`src/verilog/adc_ctrl_pkg.sv`:
```
package adc_ctrl_pkg;

  // ==========================================================
  // register map
  localparam logic [11:0] OFS_PIN_CFG_LOW  = 12'hF48;
  localparam logic [11:0] OFS_PIN_CFG_HIGH = 12'hF49;
  localparam logic [11:0] OFS_CONV_CONFIG  = 12'hFC1;
  localparam logic [11:0] OFS_CONV_CONTROL = 12'hFC2;
  localparam logic [11:0] OFS_RESULT_LOW   = 12'hFC3;
  localparam logic [11:0] OFS_RESULT_HIGH  = 12'hFC4;
  localparam logic [11:0] OFS_STATUS       = 12'hFC5;

  localparam logic [7:0] RST_PIN_CFG  = 8'h00;
  localparam logic [7:0] RST_CONFIG   = 8'h00;
  localparam logic [7:0] RST_CONTROL  = 8'h00;

  // ==========================================================
  // field positions
  localparam int BIT_NEG_REF   = 7;
  localparam int BIT_POS_REF   = 6;
  localparam int BIT_CHS_HI    = 5;
  localparam int BIT_CHS_LO    = 2;
  localparam int BIT_GO        = 1;
  localparam int BIT_ON        = 0;
  localparam int BIT_JUSTIFY   = 7;
  localparam int BIT_CAL       = 6;
  localparam int BIT_ACQ_HI    = 5;
  localparam int BIT_ACQ_LO    = 3;
  localparam int BIT_CLK_HI    = 2;
  localparam int BIT_CLK_LO    = 0;
  localparam int BIT_BG_REQ    = 7;
  localparam int BIT_DONE_FLAG = 0;

  localparam logic [3:0] CHS_LAST_PIN = 4'hC;
  localparam logic [3:0] CHS_RESERVED = 4'hD;
  localparam logic [3:0] CHS_CORE     = 4'hE;
  localparam logic [3:0] CHS_BANDGAP  = 4'hF;
  localparam logic [2:0] CLK_RC       = 3'h3;

  // ==========================================================
  // timing
  localparam int CLK_MHZ         = 200;
  localparam int CYCLE_NS        = 5;
  localparam int INSTR_CYCLE_NS  = 20;
  localparam int INSTR_CYCLES    = (INSTR_CYCLE_NS + CYCLE_NS - 1) / CYCLE_NS;
  localparam int RC_DIV_DEFAULT  = 8;
  localparam int RESULT_BITS     = 10;
  localparam int CONV_TADS       = 11;
  localparam int CAL_EXTRA_TADS  = 12;

  typedef enum logic [1:0] {
    ST_IDLE  = 2'b00,
    ST_DELAY = 2'b01,
    ST_ACQ   = 2'b11,
    ST_CONV  = 2'b10
  } conv_state_e;

endpackage : adc_ctrl_pkg

```
`src/verilog/tad_divider.sv`:
```
`timescale 1ns/1ps
`default_nettype none
module tad_divider
  import adc_ctrl_pkg::*;
#(
  parameter int RC_DIV = RC_DIV_DEFAULT
) (
  input  wire logic       clk,
  input  wire logic       nrst,
  input  wire logic       run,
  input  wire logic [2:0] clk_sel,
  output logic            tad_tick
);

  logic [6:0] cnt_r;
  logic [6:0] limit;

  // ==========================================================
  // divide ratio per clock select code
  always_comb begin
    unique case (clk_sel)
      3'h0:    limit = 7'd2;
      3'h1:    limit = 7'd8;
      3'h2:    limit = 7'd32;
      3'h3:    limit = 7'(RC_DIV);
      3'h4:    limit = 7'd4;
      3'h5:    limit = 7'd16;
      default: limit = 7'd64;
    endcase
  end

  always_ff @(posedge clk or negedge nrst) begin
    if (!nrst) begin
      cnt_r    <= 7'h00;
      tad_tick <= 1'b0;
    end else if (!run) begin
      cnt_r    <= 7'h00;
      tad_tick <= 1'b0;
    end else if (cnt_r >= limit - 7'd1) begin
      cnt_r    <= 7'h00;
      tad_tick <= 1'b1;
    end else begin
      cnt_r    <= cnt_r + 7'd1;
      tad_tick <= 1'b0;
    end
  end

endmodule : tad_divider
`default_nettype wire

```
`src/verilog/adc_control_config.sv`:
```
// Design decision made here: the Wishbone register port.
`timescale 1ns/1ps
`default_nettype none
module adc_control_config
  import adc_ctrl_pkg::*;
#(
  parameter int        RC_DIV      = RC_DIV_DEFAULT,
  parameter bit        LARGE_PKG   = 1'b1,
  parameter int        NUM_PINS    = 13
) (
  input  wire logic                      clk,
  input  wire logic                      nrst,
  input  wire logic                      wb_cyc_i,
  input  wire logic                      wb_stb_i,
  input  wire logic                      wb_we_i,
  input  wire logic [11:0]               wb_adr_i,
  input  wire logic [3:0]                wb_sel_i,
  input  wire logic [31:0]               wb_dat_i,
  output logic      [31:0]               wb_dat_o,
  output logic                           wb_ack_o,
  input  wire logic                      cmp_done,
  input  wire logic [RESULT_BITS-1:0]    cmp_data,
  input  wire logic                      bg_other_req,
  input  wire logic [NUM_PINS-1:0]       pin_din,
  output logic      [NUM_PINS-1:0]       pin_din_gated,
  output logic      [NUM_PINS-1:0]       pin_analog_en,
  output logic      [3:0]                analog_mux_sel,
  output logic                           neg_ref_ext,
  output logic                           pos_ref_ext,
  output logic                           converter_enable,
  output logic                           sample_en,
  output logic                           conv_start,
  output logic                           conv_calibrate,
  output logic                           conv_bit_clk,
  output logic                           bandgap_power,
  output logic                           conversion_done_flag
);

  conv_state_e state_r;

  logic [7:0]  control_r;
  logic [7:0]  config_r;
  logic [7:0]  pin_cfg_low_r;
  logic [4:0]  pin_cfg_high_r;
  logic        bg_req_r;
  logic [7:0]  result_high_r;
  logic [7:0]  result_low_r;
  logic [4:0]  tad_cnt_r;
  logic [1:0]  delay_cnt_r;
  logic        cal_pending_r;
  logic        tad_tick;
  logic        div_run;
  logic        wr_hit;
  logic        go_write;
  logic        flag_clear;
  logic        start_now;
  logic        done_evt;
  logic [12:0] cfg_all;
  logic [12:0] cfg_mask;
  logic [2:0]  clk_sel;
  logic [2:0]  acq_sel;

  // ==========================================================
  // helpers
  function automatic logic [4:0] acq_tads(input logic [2:0] code);
    unique case (code)
      3'h0:    acq_tads = 5'd0;
      3'h1:    acq_tads = 5'd2;
      3'h2:    acq_tads = 5'd4;
      3'h3:    acq_tads = 5'd6;
      3'h4:    acq_tads = 5'd8;
      3'h5:    acq_tads = 5'd12;
      3'h6:    acq_tads = 5'd16;
      default: acq_tads = 5'd20;
    endcase
  endfunction : acq_tads

  function automatic logic wr_to(input logic [11:0] ofs);
    wr_to = wr_hit && wb_adr_i == ofs && wb_sel_i[0];
  endfunction : wr_to

  assign clk_sel  = config_r[BIT_CLK_HI:BIT_CLK_LO];
  assign acq_sel  = config_r[BIT_ACQ_HI:BIT_ACQ_LO];
  // write lands on the edge that sees ack high
  assign wr_hit   = wb_cyc_i && wb_stb_i && wb_we_i && wb_ack_o;
  assign done_evt = state_r == ST_CONV && cmp_done;
  assign div_run  = state_r == ST_ACQ || state_r == ST_CONV;

  // wr_to reads bus nets, so decode in always_comb
  always_comb begin
    go_write   = wr_to(OFS_CONV_CONTROL) && wb_dat_i[BIT_GO];
    flag_clear = wr_to(OFS_STATUS) && wb_dat_i[BIT_DONE_FLAG];
  end

  // small package drops pins 5-7 only
  assign cfg_mask = LARGE_PKG ? 13'h1FFF : 13'h1F1F;
  assign cfg_all  = {pin_cfg_high_r, pin_cfg_low_r} & cfg_mask;

  tad_divider #(
    .RC_DIV(RC_DIV)
  ) u_div (
    .clk     (clk),
    .nrst    (nrst),
    .run     (div_run),
    .clk_sel (clk_sel),
    .tad_tick(tad_tick)
  );

  // ==========================================================
  // wishbone slave
  always_ff @(posedge clk or negedge nrst) begin
    if (!nrst) begin
      wb_ack_o <= 1'b0;
      wb_dat_o <= 32'h0000_0000;
    end else begin
      wb_ack_o <= wb_cyc_i && wb_stb_i && !wb_ack_o;
      wb_dat_o <= 32'h0000_0000;
      if (wb_cyc_i && wb_stb_i && !wb_we_i && !wb_ack_o) begin
        unique case (wb_adr_i)
          OFS_PIN_CFG_LOW:  wb_dat_o[7:0] <= cfg_all[7:0];
          OFS_PIN_CFG_HIGH: wb_dat_o[7:0] <= {bg_req_r, 2'b00, cfg_all[12:8]};
          OFS_CONV_CONFIG:  wb_dat_o[7:0] <= config_r;
          OFS_CONV_CONTROL: wb_dat_o[7:0] <= control_r;
          OFS_RESULT_LOW:   wb_dat_o[7:0] <= result_low_r;
          OFS_RESULT_HIGH:  wb_dat_o[7:0] <= result_high_r;
          OFS_STATUS:       wb_dat_o[7:0] <= {7'h00, conversion_done_flag};
          default:          wb_dat_o[7:0] <= 8'h00;
        endcase
      end
    end
  end

  // ==========================================================
  // configuration registers
  always_ff @(posedge clk or negedge nrst) begin
    if (!nrst)
      pin_cfg_low_r <= RST_PIN_CFG;
    else if (wr_to(OFS_PIN_CFG_LOW))
      pin_cfg_low_r <= wb_dat_i[7:0];
  end

  always_ff @(posedge clk or negedge nrst) begin
    if (!nrst) begin
      pin_cfg_high_r <= 5'h00;
      bg_req_r       <= 1'b0;
    end else if (wr_to(OFS_PIN_CFG_HIGH)) begin
      pin_cfg_high_r <= wb_dat_i[4:0];
      bg_req_r       <= wb_dat_i[BIT_BG_REQ];
    end
  end

  always_ff @(posedge clk or negedge nrst) begin
    if (!nrst)
      config_r <= RST_CONFIG;
    else if (wr_to(OFS_CONV_CONFIG))
      config_r <= wb_dat_i[7:0];
  end

  // ==========================================================
  // control register, go bit owned by sequencer
  always_ff @(posedge clk or negedge nrst) begin
    if (!nrst) begin
      control_r <= RST_CONTROL;
    end else begin
      if (wr_to(OFS_CONV_CONTROL)) begin
        control_r[7:2]    <= wb_dat_i[7:2];
        control_r[BIT_ON] <= wb_dat_i[BIT_ON];
      end
      if (go_write && wb_dat_i[BIT_ON] && state_r == ST_IDLE)
        control_r[BIT_GO] <= 1'b1;
      else if (done_evt || (wr_to(OFS_CONV_CONTROL) && !wb_dat_i[BIT_ON]))
        control_r[BIT_GO] <= 1'b0;
    end
  end

  // ==========================================================
  // conversion sequencer
  always_ff @(posedge clk or negedge nrst) begin
    if (!nrst) begin
      state_r     <= ST_IDLE;
      tad_cnt_r   <= 5'd0;
      delay_cnt_r <= 2'd0;
    // clearing converter_on aborts any conversion
    end else if (!control_r[BIT_ON]) begin
      state_r <= ST_IDLE;
    end else begin
      unique case (state_r)
        ST_IDLE: begin
          if (control_r[BIT_GO]) begin
            delay_cnt_r <= 2'(INSTR_CYCLES - 1);
            tad_cnt_r   <= acq_tads(acq_sel);
            if (clk_sel == CLK_RC)
              state_r <= ST_DELAY;
            else if (acq_sel == 3'h0)
              state_r <= ST_CONV;
            else
              state_r <= ST_ACQ;
          end
        end
        ST_DELAY: begin
          if (delay_cnt_r == 2'd0)
            state_r <= acq_sel == 3'h0 ? ST_CONV : ST_ACQ;
          else
            delay_cnt_r <= delay_cnt_r - 2'd1;
        end
        ST_ACQ: begin
          if (tad_tick) begin
            if (tad_cnt_r <= 5'd1)
              state_r <= ST_CONV;
            else
              tad_cnt_r <= tad_cnt_r - 5'd1;
          end
        end
        ST_CONV: begin
          if (cmp_done)
            state_r <= ST_IDLE;
        end
      endcase
    end
  end

  // ==========================================================
  // calibration request, copied from the config cal bit outside conversion and held during it
  always_ff @(posedge clk or negedge nrst) begin
    if (!nrst)
      cal_pending_r <= 1'b0;
    else if (state_r != ST_CONV)
      cal_pending_r <= config_r[BIT_CAL];
  end

  // ==========================================================
  // result capture and done flag
  // results deliberately kept across reset
  always_ff @(posedge clk) begin
    if (done_evt) begin
      if (config_r[BIT_JUSTIFY]) begin
        result_high_r <= {6'h00, cmp_data[9:8]};
        result_low_r  <= cmp_data[7:0];
      end else begin
        result_high_r <= cmp_data[9:2];
        result_low_r  <= {cmp_data[1:0], 6'h00};
      end
    end
  end

  always_ff @(posedge clk or negedge nrst) begin
    if (!nrst)
      conversion_done_flag <= 1'b0;
    else if (done_evt)
      conversion_done_flag <= 1'b1;
    else if (flag_clear)
      conversion_done_flag <= 1'b0;
  end

  // ==========================================================
  // conversion start decode, true on the edge entering conversion
  always_comb begin
    start_now = 1'b0;
    if (control_r[BIT_ON]) begin
      unique case (state_r)
        ST_IDLE:  start_now = control_r[BIT_GO] && clk_sel != CLK_RC && acq_sel == 3'h0;
        ST_DELAY: start_now = delay_cnt_r == 2'd0 && acq_sel == 3'h0;
        ST_ACQ:   start_now = tad_tick && tad_cnt_r <= 5'd1;
        ST_CONV:  start_now = 1'b0;
      endcase
    end
  end

  // ==========================================================
  // pin gating
  always_ff @(posedge clk or negedge nrst) begin
    if (!nrst) begin
      pin_din_gated <= '0;
      pin_analog_en <= '0;
    end else begin
      pin_din_gated <= pin_din & cfg_all[NUM_PINS-1:0];
      pin_analog_en <= ~cfg_all[NUM_PINS-1:0] & cfg_mask[NUM_PINS-1:0];
    end
  end

  // ==========================================================
  // channel and reference selection
  always_ff @(posedge clk or negedge nrst) begin
    if (!nrst) begin
      analog_mux_sel   <= 4'h0;
      neg_ref_ext      <= 1'b0;
      pos_ref_ext      <= 1'b0;
      converter_enable <= 1'b0;
    end else begin
      analog_mux_sel   <= control_r[BIT_CHS_HI:BIT_CHS_LO];
      neg_ref_ext      <= control_r[BIT_NEG_REF];
      pos_ref_ext      <= control_r[BIT_POS_REF];
      converter_enable <= control_r[BIT_ON];
    end
  end

  // ==========================================================
  // sampling and conversion strobes
  always_ff @(posedge clk or negedge nrst) begin
    if (!nrst) begin
      sample_en      <= 1'b0;
      conv_start     <= 1'b0;
      conv_calibrate <= 1'b0;
      conv_bit_clk   <= 1'b0;
    end else begin
      sample_en      <= control_r[BIT_ON] && state_r != ST_CONV;
      conv_start     <= start_now;
      conv_calibrate <= cal_pending_r && state_r == ST_CONV;
      conv_bit_clk   <= state_r == ST_CONV && tad_tick;
    end
  end

  // ==========================================================
  // band-gap power, shared with other requesters
  always_ff @(posedge clk or negedge nrst) begin
    if (!nrst)
      bandgap_power <= 1'b0;
    else
      bandgap_power <= bg_req_r || bg_other_req;
  end

endmodule : adc_control_config
`default_nettype wire

```
`config.mk`:
```
export PLATFORM = sky130hd
export DESIGN_NAME = adc_control_config
export DESIGN_NICKNAME = d
export VERILOG_FILES = /design/src/verilog/adc_ctrl_pkg.sv /design/src/verilog/tad_divider.sv /design/src/verilog/adc_control_config.sv
export SDC_FILE = /design/constraint.sdc
export NUM_CORES = 1
export LEC_CHECK = 0
export BUFFER_PORTS_ARGS = -buffer_cell sky130_fd_sc_hd__buf_2
export CORE_ASPECT_RATIO = 0.6
export CORE_MARGIN = 1.5
export CORE_UTILIZATION = 50
export CTS_BUF_LIST = sky130_fd_sc_hd__clkbuf_8
export CTS_CLUSTER_DIAMETER = 120
export DETAILED_ROUTE_END_ITERATION = 8
export GPL_TIMING_DRIVEN = 0
export PLACE_DENSITY = 0.75
export SETUP_SLACK_MARGIN = 0.02
export SLEW_MARGIN = 20
export SYNTH_ARGS = -nofsm -noshare
export SYNTH_HDL_FRONTEND = slang
export SYNTH_SLANG_ARGS = --single-unit
```
`constraint.sdc`:
```
create_clock -name clk -period 2.5 [get_ports clk]
set_input_delay 0 -clock clk [delete_from_list [all_inputs] [get_ports clk]]
set_output_delay 0 -clock clk [all_outputs]
set_load 0.1 [all_outputs]
```
* Word level (Yosys, flattened, before mapping)
Cells that the tools add are included.
** Cells by class
- Order comparisons :: 2
- Shift-type cells :: 0
- Mux-type cells :: 32
- Equality and inequality tests :: 32
- Add/subtract/negate cells :: 4
- Reductions and logical operators :: 47
- Div/mod/pow operators :: 0
- Bitwise gates (word level) :: 2
- Multiply operators :: 0
** Operators with widths (count)
- 12-bit == test, second input constant :: 7
- 8-bit one-hot mux with 7 select lines :: 1
- 5-bit one-hot mux with 7 select lines :: 1
- 7-bit one-hot mux with 5 select lines :: 1
- 1-bit logical AND :: 29
- 2-bit 2-to-1 mux :: 10
- 8-bit 2-to-1 mux :: 2
- 3-bit == test, second input constant :: 5
- 5-bit 2-to-1 mux :: 3
- 7-bit 2-to-1 mux :: 2
- 13-bit AND :: 1
- 13-bit NOT :: 1
- 3-bit by 2-bit == test with 1-bit output, second input constant :: 4
- 5-bit one-hot mux with 2 select lines :: 1
- 5-bit AND reduction :: 2
- 3-bit by 2-bit != test with 1-bit output, second input constant :: 3
- 3-bit != test, second input constant :: 3
- 1-bit 2-to-1 mux :: 8
- 2-bit != test, second input constant :: 4
- 2-bit one-hot mux with 4 select lines :: 1
- 2-bit nonzero test :: 4
- 7-bit by 1-bit adder with 7-bit output, second input constant :: 1
- 7-bit greater-or-equal comparator :: 1
- 7-bit by 1-bit subtractor with 7-bit output, second input constant :: 1
- 15 further kinds :: 23
** Storage, ports and cells
- Bits in writable memories :: 0
- Memory bits (read-only) :: 0
- Memories kept :: 0
- Latch bits :: 0
- Register bits after elaboration :: 112

* Depth between registers and ports, before layout
- Depth in word-level cells :: 9
- Depth in mapped cells :: 11
- Gate-level depth less buffers :: 10

* By module
A second synthesis with hierarchy kept.
** Second synthesis, totals
- Cell total of the unflattened synthesis :: 426
- Area total of the unflattened synthesis :: 5182.5 sq um
** Modules (own cells, without submodules)
- adc_control_config :: cells each 375, instances 1, area each 4680.7 sq um
- tad_divider :: cells each 51, instances 1, area each 501.7 sq um

* Worst setup path after synthesis
No wires, ideal clock.
- Path type :: register -> register
- Start point :: register config_r[2]
- End point :: register u_div.cnt_r[2]
- Required time :: 2.361 ns
- Cell stages (with the launch flop) :: 11
- Setup time :: 0.139 ns
- Setup slack :: 0.155 ns
- Arrival time :: 2.207 ns
- Cell sequence :: dfrtp_1 clkbuf_1 or3_1 ha_1 nor3_1 a21o_1 a22oi_1 ha_1 nand4_1 o2111ai_1 nor2_1
** Between the ends
- Cells in the longest elaborated chain, start to end :: 7
** RTL lines
- start: declaration :: line adc_control_config.sv:42 : logic [7:0] config_r;
- start signal: assignment :: line adc_control_config.sv:156 : config_r <= wb_dat_i[7:0];
- 3-bit by 2-bit == test with 1-bit output / 3-bit by 1-bit == test with 1-bit output (equally long branches) :: line tad_divider.sv:21 : unique case (clk_sel)
- 2-bit OR reduction (no line)
- 7-bit one-hot mux with 5 select lines (*) :: line tad_divider.sv:21
- 7-bit by 1-bit subtractor with 7-bit output (*) :: line tad_divider.sv:39 : end else if (cnt_r >= limit - 7'd1) begin
- 7-bit greater-or-equal comparator (*) :: line tad_divider.sv:39
- 7-bit 2-to-1 mux (*) :: line tad_divider.sv:39
- 7-bit 2-to-1 mux (*) :: line tad_divider.sv:36 : end else if (!run) begin
- end signal: assignment :: line tad_divider.sv:43 : cnt_r <= cnt_r + 7'd1;
- end: declaration :: line tad_divider.sv:15 : logic [6:0] cnt_r;
Every way passes the cells marked *; elsewhere a longest branch is shown, timed or not.
A chain may end at the register's enable or synchronous reset.

* Worst setup path after layout
- Start point :: input port wb_adr_i[2]
- End point :: register control_r[1]
** Between the ends
- Cells in the longest elaborated chain, start to end :: 7
** RTL lines
- start: declaration :: line adc_control_config.sv:16 : input wire logic [11:0] wb_adr_i,
- 12-bit == test (*) :: line adc_control_config.sv:79 : wr_to = wr_hit && wb_adr_i == ofs && wb_sel_i[0];
- 1-bit logical AND (*) (2 in a row) :: line adc_control_config.sv:79
- 1-bit logical AND :: line adc_control_config.sv:91 : go_write = wr_to(OFS_CONV_CONTROL) && wb_dat_i[BIT_GO];
- 1-bit logical AND (2 in a row) :: line adc_control_config.sv:169 : if (go_write && wb_dat_i[BIT_ON] && state_r == ST_IDLE)
- 1-bit 2-to-1 mux / 2-bit nonzero test (equally long branches)
- end signal: indexed assignment :: line adc_control_config.sv:167 : control_r[BIT_ON] <= wb_dat_i[BIT_ON];
- end: declaration :: line adc_control_config.sv:41 : logic [7:0] control_r;
Marks and branches as above.

==> results.md <==
- Status: complete, no violations
- Buffers on Ports: between 90 and 100
- Post-Place Worst Slack: -180 ps
- Crit path launch type: primary input
- Async set or reset register ratio after synthesis: about 86%
- Die Height: 82.1 um
- Worst path cell trace: dlygate4sd3_1, buf_2, or3b_1, nor4b_2, nand2_1, a2bb2oi_1, dlygate4sd3_1
- Synth Area in Compound Gates: under 10%
- Synth top area share: 46.1%
- Post-DR wirelength/cell: 15.9 um
- Setup violations, final: 0
- Most common cell after layout, fill and taps aside: buf_2
- N_diodes: 0
- Mapped Avg Cell Area: 11.7 um2
- Initial DRC Count: roughly 220
- Final count of hold timing violations: 0
- EDFF count, synth: 16
- Clock Sinks: around 110
- Max-slew violation count: 0
- Reg area: 2890 um2
- CTS HTree Levels: 3
- Setup ws final: about 130 ps
- Crit path required time: approximately 2800 ps
- Leak pwr: 3.09 nW
- Placer Congestion: approximately 0.84
- Die Wd: roughly 130 um
- Grt ovf: 0
- Slew @ Worst Pin: 969 ps
- Most frequent cells in the layout: buf_2 (97), dfrtp_1 (93), mux2_2 (43)
- Post-Synth Adder-Cell Area: under 10%
- Arrival time worst endpoint: between 2000 and 3000 ps
- IR drop worst, VDD: ~0.3 mV
- CP Capture Type: register
- Largest family of logic cells by synthesized area: simple AND/OR/NAND/NOR gates
- Area contributors post-synth: dfrtp_1 (46%), mux2_2 (9.3%), edfxtp_1 (9.2%), buf_4 (3.7%), and2_1 (3.2%)
- Detailed-placement wirelength estimate: between 8000 and 9000 um
- Most frequent CP cell: dlygate4sd3_1
- All-layer global routing usage: 22.9%
- Clk Latency, worst-skew pair: 390 ps
- Register area share after synthesis: roughly 55%
- Mux contribution to synthesized area: between 10% and 20%
- Final instance area: between 6000 and 7000 um2
- Site Rows: 28
- Final WL: roughly 12000 um
- Maximum number of pins on one net before global-route repair: 52
- Fmax: 0.421 GHz
- Final period util: 94.9%
- Max cap viols: 0
- Main synth FF type: dfrtp_1
- Fraction of layout cells with a size suffix above 1: 32.7%
- Simple-Gate Fraction of Synth Area: 15.7%
- Post-route ant nets: 0
- DR vias: 3930
- Footprint of the multi-input gates: 2110 um2
- Top Ports: 150
- Die area: between 10000 and 15000 um2
- Post-Place Cell Area: 5990 um2
- Post-synthesis to final-layout area growth: 27.3%
- Clk Tree Root Cell: clkbuf_8
- Reg clk slew, reported paths: ~100 ps
- Layout Nets: 708
- Mapped cell area: 5210 um2
- Vias/cell: 5.18
- # fillers: 748
- Final Critical Period: 2370 ps
- CP Class: primary input to register
- TritonCTS clock tree: yes
- PD cells: 511 nW/um2
- Slowest cell on the critical path: dlygate4sd3_1
- Placeable Area: 9980 um2
- Slew headroom: 34.9%
- Worst min path class: primary input to register
- Max Root-Sink Buffers: 2
- First-pass GRT wire length: 19100 um
- Netlist cell types: 53
- CP Max Fanout: 8
- Synth Area in XOR/XNOR: 0.840%
- Ys Warns: 0
- Post-Syn Instances: 447
- CP max stage delay: roughly 560 ps
- Fin Clk Skew: 10.7 ps
- Synth area leader: dfrtp_1
- DRC errors left: 0
- Initial Utilization: 52.2%
- Initial antenna violation count: 0
- Tot Pwr: 3.39 mW
- Synth Register Bits: ~110
- CTS Buf Count: 9
- Number of global-route vias before repair: 3808
- Pre-antenna DRT Iters: 6
==> final cells by class <==
type	count	area share (%)
inverter	26	1.47
tap	135	2.55
clock inverter	6	1.11
sequential	112	43.5
multi-input combinational	294	31.8
buffer	36	3.53
timing repair buffer	140	14.0
clock buffer	10	2.07
==> critical path: cells and delay by family <==
family          cells  cell delay, ps
buf+inv             3            1260
compound gates      1             220
simple gates        3            1160
==> final timing paths <==
path / startpoint / end / slack [ps] / cells after the start
max: wb_adr_i[2] / control_r[1] / 130 / 7
min: wb_adr_i[1] / wb_dat_o[6] / 40 / 4
max reg2reg: config_r[1] / u_div.tad_tick / 150 / 9
min reg2reg: control_r[7] / neg_ref_ext / 420 / 0
max in group asynchronous: nrst / tad_cnt_r[3] / 1820 / 3
min in group asynchronous: nrst / pin_analog_en[10] / 110 / 2
==> through the flow <==
step	setup TNS, ps	std cells	hold WS (ps)	util [%]
floorplan	0	470	-296	-
global placement	-604	702	196	59.6
detailed placement	-1140	703	-46.1	60.0
CTS	0	755	20.6	66.0
global route	-32.8	759	21.7	66.5
finish	0	759	39.7	66.5
==> synth_stat cells (2+ instances only) <==
cell,n
nand3b_1,15
a21o_1,3
a211oi_1,2
buf_4,26
a21boi_0,5
a22oi_1,10
or2_2,2
o2bb2ai_1,3
nand3_1,7
conb_1,2
o221ai_1,3
dfrtp_1,96
o22ai_1,3
clkbuf_1,11
and4bb_2,2
or3b_1,2
nand2_1,15
nand2b_1,6
mux2_2,43
edfxtp_1,16
and2_1,27
inv_1,26
nor3b_1,2
a21oi_1,17
nor2b_1,11
xor2_1,2
xnor2_1,3
o21ai_0,14
and3_1,2
nand4_1,3
nor2_1,23
mux2i_1,5
a31oi_1,2
ha_1,11
nor3_1,9
==> routing by layer <==
metal | global-route usage (%) | vias up | part of all wire [%]
met5 | 0 | - | 0
li1 | - | 1857 | -
met3 | 6.04 | 11 | 6.1
met4 | 6.67 | 0 | 0.88
met2 | 36.6 | 136 | 47
met1 | 31.2 | 1926 | 46
==> logic make-up after synthesis <==
logic type / count (synthesis)
AND/OR/NAND/NOR: 136
flip-flops: 112
AO/OA/AOI/OAI: 69
buffers and inverters: 64
multiplexers: 48
adder cells (fa/ha/maj): 11
XOR/XNOR: 5
other: 2
==> sequential cells by signal, summed over array words and instances, names as in the netlist, 2 cells and up <==
name            flops
tad_cnt_r           5
wb_dat_o            8
control_r           8
analog_mux_sel      4
pin_analog_en      13
config_r            8
pin_cfg_high_r      5
result_high_r       8
pin_cfg_low_r       8
state_r             2
u_div.cnt_r         7
pin_din_gated      13
result_low_r        8
delay_cnt_r         2
==> timing repair <==
| action | CTS | global route |
|---|---|---|
| setup buffers | 0 | 4 |
| setup endpoints to repair | 7 | 8 |
| endpoints found under the hold margin | 160 | 0 |
| hold buffers | 38 | 0 |
| gates cloned | 0 | 0 |
| pin swaps | 0 | 0 |
| gates resized for setup | 2 | 6 |
==> report_power, final <==
part | total [mW] | leakage, nW | internal (mW) | switching, mW
combinational | 0.405 | 1.59 | 0.126 | 0.279
clock | 1.14 | 0.108 | 0.505 | 0.630
sequential | 1.85 | 1.39 | 1.85 | 0.00109
No activity file was read; power rests on OpenSTA's default activity.
